## src/core/dtt_pkg.sv

```systemverilog
// register map, field layout, modes and carrier types of the dead-time timer
package dtt_pkg;
    localparam int CNT_W = 12;
    localparam int DAT_W = 16;
    localparam int AW    = 4;
    // register word addresses
    localparam logic [3:0] A_CTRL = 4'h0;
    localparam logic [3:0] A_CMD  = 4'h1;
    localparam logic [3:0] A_STAT = 4'h2;
    localparam logic [3:0] A_EVA  = 4'h3;
    localparam logic [3:0] A_EVB  = 4'h4;
    localparam logic [3:0] A_FLTA = 4'h5;
    localparam logic [3:0] A_FLTB = 4'h6;
    localparam logic [3:0] A_DLYC = 4'h7;
    localparam logic [3:0] A_DLYV = 4'h8;
    localparam logic [3:0] A_CAS  = 4'h9;
    localparam logic [3:0] A_CAC  = 4'ha;
    localparam logic [3:0] A_CBS  = 4'hb;
    localparam logic [3:0] A_CBC  = 4'hc;
    localparam logic [3:0] A_CAPA = 4'hd;
    localparam logic [3:0] A_CAPB = 4'he;
    // control_first_reg fields
    localparam int EN_BIT = 0;
    localparam int WG_LSB = 1;
    localparam logic [1:0] WG_DUAL = 2'h3;
    // command_strobe_reg bits
    localparam int CMD_W      = 8;
    localparam int C_UPD_EOC  = 0;
    localparam int C_UPD_NOW  = 1;
    localparam int C_RESTART  = 2;
    localparam int C_CAP_A    = 3;
    localparam int C_CAP_B    = 4;
    localparam int C_STOP_EOC = 7;
    // status bits
    localparam int S_EN  = 0;
    localparam int S_RDY = 1;
    // fault_response_select codes
    localparam int FM_W = 4;
    localparam logic [3:0] FM_OFF  = 4'h0;
    localparam logic [3:0] FM_HALT = 4'h7;
    localparam logic [3:0] FM_LAST = 4'ha;
    // filter length in counter clocks
    localparam int FILT_LEN = 4;
    // blanking_select and blanking_trigger_source codes
    localparam logic [1:0] BLANK_ON   = 2'h1;
    localparam logic [1:0] TRG_A_RISE = 2'h0;
    localparam logic [1:0] TRG_A_FALL = 2'h1;
    localparam logic [1:0] TRG_B_RISE = 2'h2;
    localparam int EVC_W = 4;
    localparam int DLC_W = 6;
    typedef struct packed {
        logic async_det;
        logic filter;
        logic action;
        logic trig_en;
    } evctl_t;
    typedef struct packed {
        logic [1:0] divider;
        logic [1:0] trig_src;
        logic [1:0] sel;
    } dlyctl_t;
    typedef enum logic [1:0] {ST_DTA, ST_OTA, ST_DTB, ST_OTB} st_t;
endpackage : dtt_pkg

```

## src/core/dead_time_timer.sv

```systemverilog
// dead-time pwm timer: four-ramp and dual-slope waveforms, fault/capture inputs, command strobes
`timescale 1ns/10ps
module dead_time_timer
    import dtt_pkg::*;
#(
    parameter int CW = CNT_W
) (
    // clock and reset
    input  wire logic             clk,
    input  wire logic             rst_n,
    // register port
    input  wire logic [AW-1:0]    addr,
    input  wire logic [DAT_W-1:0] wdata,
    input  wire logic             wr,
    input  wire logic             rd,
    output logic      [DAT_W-1:0] rdata,
    // event inputs
    input  wire logic             event_a,
    input  wire logic             event_b,
    // waveform outputs
    output logic                  output_a,
    output logic                  output_b
);

    // software-side registers
    logic             en;
    logic             en_q;
    logic [1:0]       wg;
    logic [CMD_W-1:0] cmd_pend;
    logic             upd_req;
    logic             stop_req;
    evctl_t           evc [2];
    logic [FM_W-1:0]  fm [2];
    dlyctl_t          dly;
    logic [CW-1:0]    blank_len;
    logic [CW-1:0]    cas_w, cac_w, cbs_w, cbc_w;
    logic [CW-1:0]    cas, cac, cbs, cbc;
    logic [CW-1:0]    cap_a, cap_b;
    // core state
    logic [CW-1:0]    cnt;
    st_t              st;
    logic             dn;
    logic             wave_a, wave_b;
    logic             halt;
    logic             blank_act;
    logic [CW-1:0]    bcnt;
    logic [3:0]       presc;
    logic [DAT_W-1:0] rd_val;

    // address decode
    logic wr_ctrl, wr_cmd, cmd_rdy, dual, start, init, step, load_buf;
    assign wr_ctrl  = wr && (addr == A_CTRL);
    assign wr_cmd   = wr && (addr == A_CMD);
    assign cmd_rdy  = (cmd_pend == '0);
    assign dual     = (wg == WG_DUAL);
    assign start    = en && !en_q;
    assign init     = start || cmd_pend[C_RESTART];
    assign step     = en && en_q && !halt && !cmd_pend[C_RESTART];
    logic eoc;
    assign load_buf = start || cmd_pend[C_UPD_NOW] || (eoc && upd_req);

    // enable bit; mode bits are only writable while disabled
    always_ff @(posedge clk or negedge rst_n) begin
        if (!rst_n) begin
            en   <= 1'b0;
            en_q <= 1'b0;
            wg   <= '0;
        end else begin
            en_q <= en;
            if (wr_ctrl && !en) begin
                wg <= wdata[WG_LSB +: 2];
            end
            if (wr_ctrl) begin
                en <= wdata[EN_BIT];
            end else if (eoc && stop_req) begin
                en <= 1'b0;
            end
        end
    end

    // command strobes live one cycle, then clear; cycle-end requests wait for eoc
    always_ff @(posedge clk or negedge rst_n) begin
        if (!rst_n) begin
            cmd_pend <= '0;
            upd_req  <= 1'b0;
            stop_req <= 1'b0;
        end else begin
            cmd_pend <= (wr_cmd && en && cmd_rdy) ? wdata[CMD_W-1:0] : '0;
            if (!en || eoc) begin
                upd_req  <= 1'b0;
                stop_req <= 1'b0;
            end
            if (cmd_pend[C_UPD_EOC] && en) begin
                upd_req <= 1'b1;
            end
            if (cmd_pend[C_STOP_EOC] && en) begin
                stop_req <= 1'b1;
            end
        end
    end

    // static and buffered configuration writes
    always_ff @(posedge clk or negedge rst_n) begin
        if (!rst_n) begin
            evc       <= '{default: '0};
            fm        <= '{default: '0};
            dly       <= '0;
            blank_len <= '0;
            cas_w     <= '0;
            cac_w     <= '0;
            cbs_w     <= '0;
            cbc_w     <= '0;
        end else if (wr) begin
            unique case (addr)
                A_EVA:   evc[0]    <= evctl_t'(wdata[EVC_W-1:0]);
                A_EVB:   evc[1]    <= evctl_t'(wdata[EVC_W-1:0]);
                A_FLTA:  fm[0]     <= wdata[FM_W-1:0];
                A_FLTB:  fm[1]     <= wdata[FM_W-1:0];
                A_DLYC:  dly       <= dlyctl_t'(wdata[DLC_W-1:0]);
                A_DLYV:  blank_len <= wdata[CW-1:0];
                A_CAS:   cas_w     <= wdata[CW-1:0];
                A_CAC:   cac_w     <= wdata[CW-1:0];
                A_CBS:   cbs_w     <= wdata[CW-1:0];
                A_CBC:   cbc_w     <= wdata[CW-1:0];
                default: ;
            endcase
        end
    end

    // compare values seen by the core change only on start or update commands
    always_ff @(posedge clk or negedge rst_n) begin
        if (!rst_n) begin
            cas <= '0;
            cac <= '0;
            cbs <= '0;
            cbc <= '0;
        end else if (load_buf) begin
            cas <= cas_w;
            cac <= cac_w;
            cbs <= cbs_w;
            cbc <= cbc_w;
        end
    end

    // counter next state; the a-clear compare only feeds the four-ramp limit
    logic [CW-1:0] lim, next_cnt;
    st_t           next_st;
    logic          next_dn, next_wa, next_wb, hit;
    assign lim = (st == ST_DTA) ? cas : (st == ST_OTA) ? cac : (st == ST_DTB) ? cbs : cbc;
    assign hit = (cnt == lim);
    assign eoc = step && (dual ? (!dn && cnt >= cbc) : (st == ST_OTB && hit));
    always_comb begin
        next_cnt = cnt;
        next_st  = st;
        next_dn  = dn;
        next_wa  = wave_a;
        next_wb  = wave_b;
        if (dual) begin
            if (dn) begin
                next_cnt = (cnt == '0) ? cnt : cnt - 1'b1;
                next_dn  = (cnt != '0);
                if (cnt == cas) next_wa = 1'b1;
                if (cnt == cbs) next_wb = 1'b0;
            end else begin
                next_cnt = (cnt >= cbc) ? cnt : cnt + 1'b1;
                next_dn  = (cnt >= cbc);
                if (cnt == cas) next_wa = 1'b0;
                if (cnt == cbs) next_wb = 1'b1;
            end
        end else begin
            // each phase ends on its own compare, so any ordering works
            if (hit) begin
                next_cnt = '0;
                next_st  = st_t'(st + 1'b1);
            end else begin
                next_cnt = cnt + 1'b1;
            end
            next_wa = (next_st == ST_OTA);
            next_wb = (next_st == ST_OTB);
        end
    end

    // counter and raw waveform registers
    always_ff @(posedge clk or negedge rst_n) begin
        if (!rst_n) begin
            cnt    <= '0;
            st     <= ST_DTA;
            dn     <= 1'b1;
            wave_a <= 1'b0;
            wave_b <= 1'b0;
        end else if (!en || init) begin
            cnt    <= (dual && en) ? cbc_w : '0;
            st     <= ST_DTA;
            dn     <= 1'b1;
            wave_a <= 1'b0;
            wave_b <= 1'b0;
        end else if (step) begin
            cnt    <= next_cnt;
            st     <= next_st;
            dn     <= next_dn;
            wave_a <= next_wa;
            wave_b <= next_wb;
        end
    end

    // input processing, one lane per event input
    logic [1:0] ev_in, kill, halt_set, cap_trig, proc;
    assign ev_in = {event_b, event_a};
    genvar gi;
    generate
        for (gi = 0; gi < 2; gi++) begin : g_in
            logic [FILT_LEN-2:0] hist;
            logic raw, filt, s1, s2, proc_q, mask, asyn, fault_on, all_one, all_zero;
            assign raw      = ev_in[gi] && evc[gi].trig_en;
            assign all_one  = &{hist, raw};
            assign all_zero = ~|{hist, raw};
            assign mask     = (gi == 0) && blank_act;
            assign proc[gi] = s2 && !mask;
            // async path skips the synchroniser but still ends in the output flop
            assign asyn     = raw && evc[gi].async_det && !mask;
            assign fault_on = !evc[gi].action && fm[gi] != FM_OFF && fm[gi] <= FM_LAST;
            assign kill[gi]     = fault_on && fm[gi] != FM_HALT && (proc[gi] || asyn);
            assign halt_set[gi] = fault_on && fm[gi] == FM_HALT && proc[gi];
            assign cap_trig[gi] = evc[gi].action && proc[gi] && !proc_q;
            always_ff @(posedge clk or negedge rst_n) begin
                if (!rst_n) begin
                    hist   <= '0;
                    filt   <= 1'b0;
                    s1     <= 1'b0;
                    s2     <= 1'b0;
                    proc_q <= 1'b0;
                end else begin
                    hist   <= {hist[FILT_LEN-3:0], raw};
                    if (all_one) filt <= 1'b1;
                    else if (all_zero) filt <= 1'b0;
                    s1     <= evc[gi].filter ? filt : raw;
                    s2     <= s1;
                    proc_q <= proc[gi];
                end
            end
            // the filtered level may only move after four equal samples in a row
            property p_filter;
                @(posedge clk) disable iff (!rst_n)
                evc[gi].filter && $changed(filt) |-> $past(all_one) || $past(all_zero);
            endproperty
            a_filter: assert property (p_filter) else $error("filter passed a short pulse");
        end
    endgenerate

    // halt waits for a restart or a disable; a still-active event halts again at once on restart
    always_ff @(posedge clk or negedge rst_n) begin
        if (!rst_n) begin
            halt <= 1'b0;
        end else begin
            if (!en || cmd_pend[C_RESTART]) halt <= 1'b0;
            if (en && |halt_set) halt <= 1'b1;
        end
    end

    // blanking delay; output-event use of this circuit is not offered, so only one user
    logic trg, tick;
    logic [3:0] pmax;
    assign pmax = 4'((4'h1 << dly.divider) - 4'h1);
    assign tick = (presc == pmax);
    always_comb begin
        unique case (dly.trig_src)
            TRG_A_RISE: trg = next_wa && !wave_a;
            TRG_A_FALL: trg = !next_wa && wave_a;
            TRG_B_RISE: trg = next_wb && !wave_b;
            default:    trg = !next_wb && wave_b;
        endcase
    end
    always_ff @(posedge clk or negedge rst_n) begin
        if (!rst_n) begin
            blank_act <= 1'b0;
            bcnt      <= '0;
            presc     <= '0;
        end else if (dly.sel == BLANK_ON && step && trg) begin
            blank_act <= 1'b1;
            bcnt      <= '0;
            presc     <= '0;
        end else if (blank_act) begin
            presc <= tick ? '0 : presc + 1'b1;
            if (tick) bcnt <= bcnt + 1'b1;
            if (bcnt >= blank_len) blank_act <= 1'b0;
        end
    end

    // captures take the running counter value
    always_ff @(posedge clk or negedge rst_n) begin
        if (!rst_n) begin
            cap_a <= '0;
            cap_b <= '0;
        end else begin
            if (cmd_pend[C_CAP_A] || cap_trig[0]) cap_a <= cnt;
            if (cmd_pend[C_CAP_B] || cap_trig[1]) cap_b <= cnt;
        end
    end

    // final outputs: kill acts on the output flop only; halt also stops the counter
    always_ff @(posedge clk or negedge rst_n) begin
        if (!rst_n) begin
            output_a <= 1'b0;
            output_b <= 1'b0;
        end else begin
            output_a <= en && wave_a && !halt && !(|kill);
            output_b <= en && wave_b && !halt && !(|kill);
        end
    end

    // read mux; unmapped words read zero
    always_comb begin
        rd_val = '0;
        unique case (addr)
            A_CTRL: rd_val = DAT_W'({wg, en});
            A_STAT: rd_val = DAT_W'({cmd_rdy, en});
            A_EVA:  rd_val = DAT_W'(evc[0]);
            A_EVB:  rd_val = DAT_W'(evc[1]);
            A_FLTA: rd_val = DAT_W'(fm[0]);
            A_FLTB: rd_val = DAT_W'(fm[1]);
            A_DLYC: rd_val = DAT_W'(dly);
            A_DLYV: rd_val = DAT_W'(blank_len);
            A_CAS:  rd_val = DAT_W'(cas_w);
            A_CAC:  rd_val = DAT_W'(cac_w);
            A_CBS:  rd_val = DAT_W'(cbs_w);
            A_CBC:  rd_val = DAT_W'(cbc_w);
            A_CAPA: rd_val = DAT_W'(cap_a);
            A_CAPB: rd_val = DAT_W'(cap_b);
            default: rd_val = '0;
        endcase
    end
    always_ff @(posedge clk or negedge rst_n) begin
        if (!rst_n) rdata <= '0;
        else        rdata <= rd ? rd_val : '0;
    end

    // checks
    property p_four_wrap;
        @(posedge clk) disable iff (!rst_n)
        !dual && step && st == ST_OTB && cnt == cbc |=> cnt == '0 && st == ST_DTA;
    endproperty
    a_four_wrap: assert property (p_four_wrap) else $error("four-ramp cycle did not wrap");
    property p_no_overlap;
        @(posedge clk) disable iff (!rst_n)
        !dual && en_q |-> !(output_a && output_b);
    endproperty
    a_no_overlap: assert property (p_no_overlap) else $error("four-ramp outputs overlap");
    property p_dual_turn;
        @(posedge clk) disable iff (!rst_n)
        dual && step && !dn && cnt == cbc |=> dn && cnt == $past(cnt);
    endproperty
    a_dual_turn: assert property (p_dual_turn) else $error("dual-slope did not turn at top");
    property p_dual_a_set;
        @(posedge clk) disable iff (!rst_n)
        dual && step && dn && cnt == cas |=> wave_a;
    endproperty
    a_dual_a_set: assert property (p_dual_a_set) else $error("output a not set on down match");
    property p_dual_b_set;
        @(posedge clk) disable iff (!rst_n)
        dual && step && !dn && cnt == cbs |=> wave_b ##1 (output_b || $past(halt) || $past(kill) != '0 || !$past(en));
    endproperty
    a_dual_b_set: assert property (p_dual_b_set) else $error("output b not set on up match");
    property p_stop_eoc;
        @(posedge clk) disable iff (!rst_n)
        eoc && stop_req && !wr_ctrl |=> !en ##1 (!output_a && !output_b);
    endproperty
    a_stop_eoc: assert property (p_stop_eoc) else $error("timer still running after cycle end");
    property p_disable;
        @(posedge clk) disable iff (!rst_n)
        wr_ctrl && !wdata[EN_BIT] |=> !en ##1 (!output_a && !output_b);
    endproperty
    a_disable: assert property (p_disable) else $error("enable write low did not stop timer");
    property p_kill;
        @(posedge clk) disable iff (!rst_n)
        kill != '0 |=> !output_a && !output_b;
    endproperty
    a_kill: assert property (p_kill) else $error("fault did not override outputs");
    property p_strobe_clear;
        @(posedge clk) disable iff (!rst_n)
        cmd_pend != '0 |=> cmd_pend == '0;
    endproperty
    a_strobe_clear: assert property (p_strobe_clear) else $error("command strobe did not clear");
    property p_blank_mask;
        @(posedge clk) disable iff (!rst_n)
        blank_act && g_in[0].s2 |-> kill[0] == 1'b0 && cap_trig[0] == 1'b0 && halt_set[0] == 1'b0;
    endproperty
    a_blank_mask: assert property (p_blank_mask) else $error("input a acted while blanked");

endmodule : dead_time_timer

```

## config.mk

```make
export PLATFORM = sky130hd
export DESIGN_NAME = dead_time_timer
export DESIGN_NICKNAME = d
export VERILOG_FILES = /design/src/core/dtt_pkg.sv /design/src/core/dead_time_timer.sv
export SDC_FILE = /design/constraint.sdc
export NUM_CORES = 1
export LEC_CHECK = 0
export BUFFER_PORTS_ARGS = -buffer_cell sky130_fd_sc_hd__buf_4
export CAP_MARGIN = 30
export CORE_ASPECT_RATIO = 1.25
export CORE_UTILIZATION = 55
export CTS_BUF_LIST = sky130_fd_sc_hd__clkbuf_4 sky130_fd_sc_hd__clkbuf_8
export DETAILED_ROUTE_END_ITERATION = 6
export PLACE_DENSITY = 0.75
export SYNTH_ARGS = -nofsm -noshare
export SYNTH_HDL_FRONTEND = slang
export SYNTH_SLANG_ARGS = --single-unit
```

## constraint.sdc

```tcl
create_clock -name clk -period 3.3 [get_ports clk]
set_input_delay 0.165 -clock clk [delete_from_list [all_inputs] [get_ports clk]]
set_output_delay 0.165 -clock clk [all_outputs]
set_load 0.05 [all_outputs]
```

Yosys cells after proc, flatten, opt, wreduce, memory -nomap -nowiden:

Index checks and enable logic that the tools add are counted.

* flip-flop bits (word level): 235
* input bits: 26
* latch bits: 0
* memory bits (writable): 0
* logic and storage cells: 271
* ROM bits: 0
* memories: 0

* reduce and logical (&&, ||, !) cells: 113
* multiply operators: 0
* add/sub/neg operators: 6
* magnitude comparators: 4
* shifts and indexed selects: 1
* divide/modulo/power cells: 0
* bitwise logic cells: 0
* multiplexer cells: 59
* equality and inequality tests: 36

Operators with widths (number)
* $mux 12: 14
* $pmux 12 s14: 1
* $logic_and 1x1->1: 52
* $eq 12x12->1: 3
* $mux 1: 33
* $eq 4x4->1 const B: 7
* $reduce_and 2->1: 13
* $add 12x1->12 const B: 2
* $eq 4x3->1 const B: 6
* $ge 12x12->1: 2
* $mux 16: 1
* $ne 4x3->1 const B: 4
* $reduce_bool 2->1: 8
* $logic_not 1->1: 15
* $logic_not 12->1: 1
* $mux 4: 3
* $reduce_bool 12->1: 1
* $sub 12x1->12 const B: 1
* $eq 2x2->1 const B: 5
* $logic_or 1x1->1: 10
* $mux 2: 5
* $eq 2x1->1 const B: 4
* $eq 4x2->1 const B: 2
* $le 4x4->1 const B: 2
* 18 further kinds: 24

Logic depth before layout (Yosys ltp):

Gate-level depths: netlist of run 1.

* depth after elaboration: 15
* depth in mapped cells: 16
* depth with buffers taken out: 11

Least setup slack after synthesis of run 1:

OpenSTA, ideal clock, no wires.

* path kind: reg2reg
* start point: reg st[0]
* end point: reg cac[10]
* stages on the path, launching flop included: 16
* slack: 0.048 ns
* data required time: 3.175 ns
* setup time: 0.125 ns
* arrival time: 3.127 ns
* path buffers: 4
* path through: dfrtp_1 > inv_1 > ha_1 > buf_2 > buf_4 > nand3b_1 > a32o_1 > nor4_1 > a21oi_1 > nor3_4 > nand3_1 > o31a_1 > o21ai_2 > buf_6 > buf_6 > mux2_2

* cells in the longest elaborated chain, start to end: 10

RTL lines
* from (decl): line dead_time_timer.sv:41 `st_t st;`
* from (signal assigned): line dead_time_timer.sv:199 `st <= next_st;`
* $eq 2x2->1: line dead_time_timer.sv:149 `assign lim = (st == ST_DTA) ? cas : (st == ST_OTA) ? cac : (st == ST_DTB) ? cbs : cbc;`
* $mux 12 (3 in series): line dead_time_timer.sv:149
* $eq 12x12->1: line dead_time_timer.sv:150 `assign hit = (cnt == lim);`
* $logic_and 1x1->1 *: line dead_time_timer.sv:151 `assign eoc = step && (dual ? (!dn && cnt >= cbc) : (st == ST_OTB && hit));`
* $mux 1 *: line dead_time_timer.sv:151
* $logic_and 1x1->1 *: line dead_time_timer.sv:151
* $logic_and 1x1->1 *: line dead_time_timer.sv:60 `assign load_buf = start || cmd_pend[C_UPD_NOW] || (eoc && upd_req);`
* $logic_or 1x1->1 *: line dead_time_timer.sv:60
* to (signal assigned): line dead_time_timer.sv:139 `cac <= cac_w;`
* to (decl): line dead_time_timer.sv:37 `logic [CW-1:0] cas, cac, cbs, cbc;`

Mark *: on every way between the ends. The rest lies on a longest branch, timed or not.
A chain may end at the register's enable or synchronous reset.

Worst setup path after layout of run 1:

* start point: reg st[0]
* end point: reg cbc[3]

* cells in the longest elaborated chain, start to end: 10

RTL lines
* $eq 2x2->1: line dead_time_timer.sv:149
* $mux 12 (3 in series): line dead_time_timer.sv:149
* $eq 12x12->1: line dead_time_timer.sv:150
* $logic_and 1x1->1 *: line dead_time_timer.sv:151
* $mux 1 *: line dead_time_timer.sv:151
* $logic_and 1x1->1 *: line dead_time_timer.sv:151
* $logic_and 1x1->1 *: line dead_time_timer.sv:60
* $logic_or 1x1->1 *: line dead_time_timer.sv:60
* to (signal assigned): line dead_time_timer.sv:141 `cbc <= cbc_w;`
* to (decl): line dead_time_timer.sv:37

Marks and branches as above.

==> results of run 1 <==
## cell usage after synthesis, drive strengths merged, types with 8 or more instances
cell,n,area (sq um)
mux2i,26,260.3
dfrtp,230,5756
xnor2,17,148.9
a22oi,19,142.6
o21ai,54,274.0
mux2,151,1700
nand4,11,68.82
nand2b,8,50.05
clkbuf,48,180.2
buf,24,166.4
nand2,64,240.2
a22o,9,78.83
a221oi,17,148.9
xor2,38,332.8
nor3b,17,127.6
nor2b,22,137.6
a31oi,12,75.07
nor2,71,266.5
ha,34,425.4
nand3,25,125.1
a21oi,32,160.2
inv,44,165.2
nor3,17,96.35
and3,15,93.84
nor4,19,118.9
and2,18,112.6
## worst max-delay path, delay by kind of cell (launching register included)
family          cells  cell delay, ps
flops               1             400
buf+inv             3             480
fa+ha+maj           1             190
simple gates        4             980
mux                 1             330
compound gates      4             850
## cell type report
| type | count | area, sq um |
|---|---|---|
| clock buffers | 55 | 700.7 |
| clock inverters | 4 | 20.02 |
| fillers | 1600 | 7193 |
| inverters | 44 | 167.7 |
| multi-input cells | 797 | 6359 |
| flip-flops and latches | 231 | 5782 |
| well taps | 279 | 349.1 |
| repair buffers | 125 | 1200 |
## worst paths after layout
check / from / end / cells past startpoint
min in group asynchronous: rst_n / g_in[1].s1$_DFF_PN0_ / 2
setup reg to reg: st[0]$_DFFE_PN0P_ / cbc[3]$_DFFE_PN0P_ / 13
hold / removal: event_a / g_in[0].hist[0]$_DFF_PN0_ / 2
max in group asynchronous: rst_n / presc[2]$_DFFE_PN0P_ / 3
setup / recovery: st[0]$_DFFE_PN0P_ / cbc[3]$_DFFE_PN0P_ / 13
hold reg to reg: g_in[0].s1$_DFF_PN0_ / g_in[0].s2$_DFF_PN0_ / 0
## timing repair
action | 4_1_cts | 5_1_grt
hold endpoints to repair | 133 | 1
cloned | 2 | 6
gates resized for setup | 28 | 66
setup endpoints to repair | 66 | 70
pin swaps | 8 | 19
buffers inserted | 6 | 5
hold buffers | 10 | 1
## kinds of logic after synthesis
| group | after synthesis | share of synthesized area, % |
|---|---|---|
| buffers and inverters | 116 | 4.156 |
| and+or+nand+nor | 314 | 13.47 |
| muxes | 177 | 15.92 |
| adders and majority gates | 34 | 3.455 |
| DFF | 231 | 46.96 |
| xor gates and xnor gates | 55 | 3.912 |
| other | 1 | 0.03046 |
| AOI/OAI and AO/OA | 213 | 12.09 |
## registers in the layout (all words and copies together) (netlist names), 12 cells and up
register	cells
bcnt	12
cnt	12
cac_w	12
cas_w	12
rdata	12
cap_a	12
cas	12
cbc_w	12
cbs_w	12
cac	12
cbc	12
blank_len	12
cap_b	12
cbs	12
## where the power goes
| group | switching (mW) | leakage (nW) | internal, mW | total [mW] |
|---|---|---|---|---|
| clock | 1.07 | 0.388 | 1.34 | 2.41 |
| sequential | 0.772 | 2.98 | 3.46 | 4.23 |
| combinational | 1.42 | 3.27 | 1.43 | 2.85 |
## per-layer routing
metal  share of wire [%]  GRT usage (%)
met5                   0              0
met1                  39          38.47
met2                  49          50.09
met3                 6.7          3.674
met4                 4.9          14.80
## metrics by stage
step	TNS, ps	cell area (sq um)	setup WS (ps)	cells	total power, mW
finish	-915.2	14580	-43.88	1535	9.497
global route	-5926	14580	-117.4	1535	9.910
CTS	-124.0	14160	-16.08	1524	9.243
floorplan	0	12320	48.45	1144	5.770
global placement	-8524	13110	-157.7	1447	6.631
detailed placement	-12150	13110	-243.7	1447	6.749
==> results.cfg, run 1 <==
[global_routing]
globalRouteOverflowTotal = 0
grt_pass1_wl_um = 52430
grt_pass1_vias = 9659
antenna_found_initial = 0
grt_max_degree = 102
grt_use_total_pct = 30.02

[clock_network]
cts_tree = yes
cts_root_buf = clkbuf_8
cts_made_buffers = 35
clk_latency_ps = 510
ctsLongestPathBuffers = 3
clock_sinks = 231
htreeDepth = 2
path_clk_slew_ps = 60

[drt]
wl_um = 34440
num_vias = 9771
wl_per_cell_um = 22.44
viasPerCell = 6.365
first_iter_violations = 855
drcViolationCount = 0
dr.pass1.iters = 6
ant_nets = 0

[sta]
setup_violations = 42
slew_viol_final = 0
fin_crit_sh_pct = 101.3
holdWs_ps = 19.91
worst_pin_slew_ps = 970.2
skew_ps = 19.79
setup_ws_ps = -43.88
rsz0062_at_grt = yes
maxSlewHeadroom_pct = 35.08
finalCriticalPeriod_ps = 3344
hold_viol_final = 0
timing.fmax_mhz = 299.1

[logic_synthesis]
yosysSeqAreaShare_pct = 46.96
synth_cells = 1141
ys_warn_count = 0
ys_ff_latch = 231
async_reset_ff_share_pct = 100.0
synth.distinct_cells = 69
avgSynthCellArea_sq_um = 10.79
netlist_area_sq_um = 12310
synth-main-ff-cell = dfrtp_1
synth_enable_flop_cells = 0

[status]
run_status = complete, but fails checks
violations = negative setup slack

[floorplanning]
ios = 44
fp-row-count = 60
die_w_um = 135.8
core-area_sq_um = 21770
fp.dieH_um = 169.3
fp.dieArea_sq_um = 22990
initial_core_util_pct = 56.56

[worst_setup_path]
crit_type = flip-flop to flip-flop
crit_path_frequent_cell = buf_6
crit_slowest_cell = dfrtp_1
crit_chain = buf_6 -> ha_4 -> or3b_1 -> a32o_1 -> a22oi_2 -> nand4_1 -> nor3_4 -> nand3_1 -> o31a_1 -> o21ai_4 -> buf_6 -> clkbuf_16 -> mux2_2
required_ps = 3690
endpoint_kind = flip-flop
r2r_slack_ps = -40
cp_max_fo = 6
start_kind = flip-flop
slowest_delay_ps = 400
crit_arrival_ps = 3730

[placement]
port_buffers = 35
gp_congestion = 0.9648
dp_hpwl_um = 24100

[power_and_ir_drop]
p_leak_nw = 6.642
irDropWorstVdd_v = 0.0004620
pwr_density_cell_nw_per_um2 = 651.4

[layout]
utilization_pct = 66.96
antenna_cells = 0
layout_common_cells = dfrtp_1, mux2_2, buf_4
layout_commonest_cell = dfrtp_1
fin_nets = 1294
drive_above_1_share_pct = 30.89
syn_to_final_growth_pct = 18.39

[min_path]
hp-class = primary input to flip-flop

[flow_run]
maxCapViolCount = 0
(Power assumes the default switching activity.)
==> run 2: changes to the inputs <==
--- a/config.mk
+++ b/config.mk
@@ -11,7 +11,7 @@
 export CORE_UTILIZATION = 55
 export CTS_BUF_LIST = sky130_fd_sc_hd__clkbuf_4 sky130_fd_sc_hd__clkbuf_8
 export DETAILED_ROUTE_END_ITERATION = 6
-export PLACE_DENSITY = 0.75
+export PLACE_DENSITY = 0.83
 export SYNTH_ARGS = -nofsm -noshare
 export SYNTH_HDL_FRONTEND = slang
 export SYNTH_SLANG_ARGS = --single-unit
==> run 2 against run 1 <==
Against the previous run: total power rose by 0.55%; the run still ends with negative setup slack left; maximum frequency is 0.67% lower; clock skew rose by 6.9 ps; count of clock-buffer cells in the layout is 2 higher; combinational power down 3%; routed wire length is 2.0% higher.
==> results.cfg, run 2 (synthesis results as in run 1) <==
[status]
run_status = complete, but fails checks
violations = negative setup slack

[worst_setup_path]
slowest_delay_ps = 420
timing.rr.start = st[1]$_DFFE_PN0P_
ff2ff_path_depth = 14
start_kind = flip-flop
crit_buf_inv = 4
crit_family = simple AND/OR/NAND/NOR gates
worstReg2RegEnd = cbs[6]$_DFFE_PN0P_
r2r_slack_ps = -70
cp_max_fo = 40
crit_arrival_ps = 3780
crit_slowest_cell = dfrtp_2
required_ps = 3720
cp.depth = 14
crit_chain = inv_2 -> ha_4 -> buf_12 -> nor3b_1 -> o32ai_2 -> a22oi_1 -> nand4_1 -> nor3_4 -> nand3_1 -> o31a_1 -> o21ai_4 -> buf_6 -> clkbuf_16 -> mux2_2
endpoint_kind = flip-flop
crit_type = flip-flop to flip-flop

[clock_network]
cts_root_buf = clkbuf_8
clock_sinks = 231
path_clk_slew_ps = 60
cts_made_buffers = 37
ctsLongestPathBuffers = 3
clk_latency_ps = 550
cts_tree = yes
htreeDepth = 2

[drt]
drcViolationCount = 0
dr.pass1.iters = 7
first_iter_violations = 1227
num_vias = 9835
viasPerCell = 6.470
wl_per_cell_um = 23.12
wl_um = 35140
ant_nets = 0

[global_routing]
grt_pass1_wl_um = 54230
grt_use_total_pct = 30.97
met3_usage_pct = 4.391
met1_usage_pct = 37.57
grt_busiest_layer = met2
grt_max_degree = 106
antenna_found_initial = 0
grt_pass1_vias = 9922
globalRouteOverflowTotal = 0
met2_usage_pct = 52.51

[power_and_ir_drop]
irDropWorstVdd_v = 0.0004542
pwr_density_cell_nw_per_um2 = 666.6
p_leak_nw = 6.505

[sta]
slew_viol_final = 0
rsz0062_at_grt = yes
maxSlewHeadroom_pct = 37.60
setup_ws_ps = -66.52
setup_violations = 50
timing.fmax_mhz = 297.0
worst_pin_slew_ps = 922.9
holdWs_ps = 26.86
finalCriticalPeriod_ps = 3367
fin_crit_sh_pct = 102.0
hold_viol_final = 0
skew_ps = 26.70

[layout]
layout_common_cells = dfrtp_1, mux2_2, buf_4
drive_above_1_share_pct = 28.44
layout_commonest_cell = dfrtp_1
fin_nets = 1277
antenna_cells = 0
final_cell_count_no_fill = 1520
utilization_pct = 65.80
syn_to_final_growth_pct = 16.34

[flow_run]
maxCapViolCount = 0

[min_path]
min_path_cells = 2
min_to = g_in[0].hist[0]$_DFF_PN0_
hp-class = primary input to flip-flop
hp-start = event_a

[placement]
gp_congestion = 0.9776
placed_cells = 1433
dp_hpwl_um = 23830
port_buffers = 35

[floorplanning]
ios = 44
initial_core_util_pct = 56.56
die_w_um = 135.8
fp-row-count = 60
fp.dieArea_sq_um = 22990
core-area_sq_um = 21770
fp.dieH_um = 169.3
## run 2: how the worst max path moves through the flow
| stage | from | endpoint | slack, ps |
|---|---|---|---|
| 4_1_cts | st[0]$_DFFE_PN0P_ | cbs[1]$_DFFE_PN0P_ | 0.9 |
| 5_1_grt | st[1]$_DFFE_PN0P_ | bcnt[4]$_DFFE_PN0P_ | -230 |
| 2_1_floorplan | st[0]$_DFFE_PN0P_ | cac[10]$_DFFE_PN0P_ | 50 |
| 3_3_place_gp | st[1]$_DFFE_PN0P_ | bcnt[9]$_DFFE_PN0P_ | -70 |
| 3_5_place_dp | st[1]$_DFFE_PN0P_ | bcnt[9]$_DFFE_PN0P_ | -170 |
| 6_report | st[1]$_DFFE_PN0P_ | cbs[6]$_DFFE_PN0P_ | -70 |
## run 2: power by group
part,internal [mW],total (mW),switching (mW),leakage (nW)
Combinational,1.39,2.77,1.39,3.13
Clock,1.42,2.56,1.14,0.396
Sequential,3.46,4.21,0.751,2.98
## run 2: layout make-up
cell class              instances  area [sq um]
inverters                      44         165.2
well taps                     279         349.1
fillers                      1556          7446
clock inverters                 6         62.56
clock buffers                  57         696.9
repair buffers                106         996.0
multi-input cells             797          6272
flip-flops and latches        231          5783
## run 2: per-layer routing
layer  routed length [um]  share of wire (%)
met1                13250                 38
met2                17530                 50
met3                 2262                6.4
met4                 2100                6.0
met5                    0                  0
## run 2: worst reg2reg max path: cells and delay by family, from the launching register on
| kind | cells | cell delay [ps] |
|---|---|---|
| compound gates | 4 | 780 |
| fa+ha+maj | 1 | 180 |
| simple gates | 4 | 960 |
| buf+inv | 4 | 570 |
| mux | 1 | 330 |
| flops | 1 | 420 |
## run 2: what timing repair did
action,4_1_cts,5_1_grt
hold buffers,14,0
gates resized for setup,18,46
pin swaps,5,15
hold endpoints to repair,147,0
setup endpoints to repair,66,73
buffers inserted,4,3
cloned,1,4
## run 2: per-stage QoR
stage,setup TNS [ps],worst slack [ps],power (mW),instance area (sq um)
final,-1751,-66.52,9.549,14330
after global routing,-12620,-230.0,9.981,14330
after CTS,0,0.9375,9.314,14060
after detailed placement,-7877,-169.3,6.690,13020
after global placement,-1421,-67.35,6.547,13020
after floorplan,0,48.45,5.770,12320
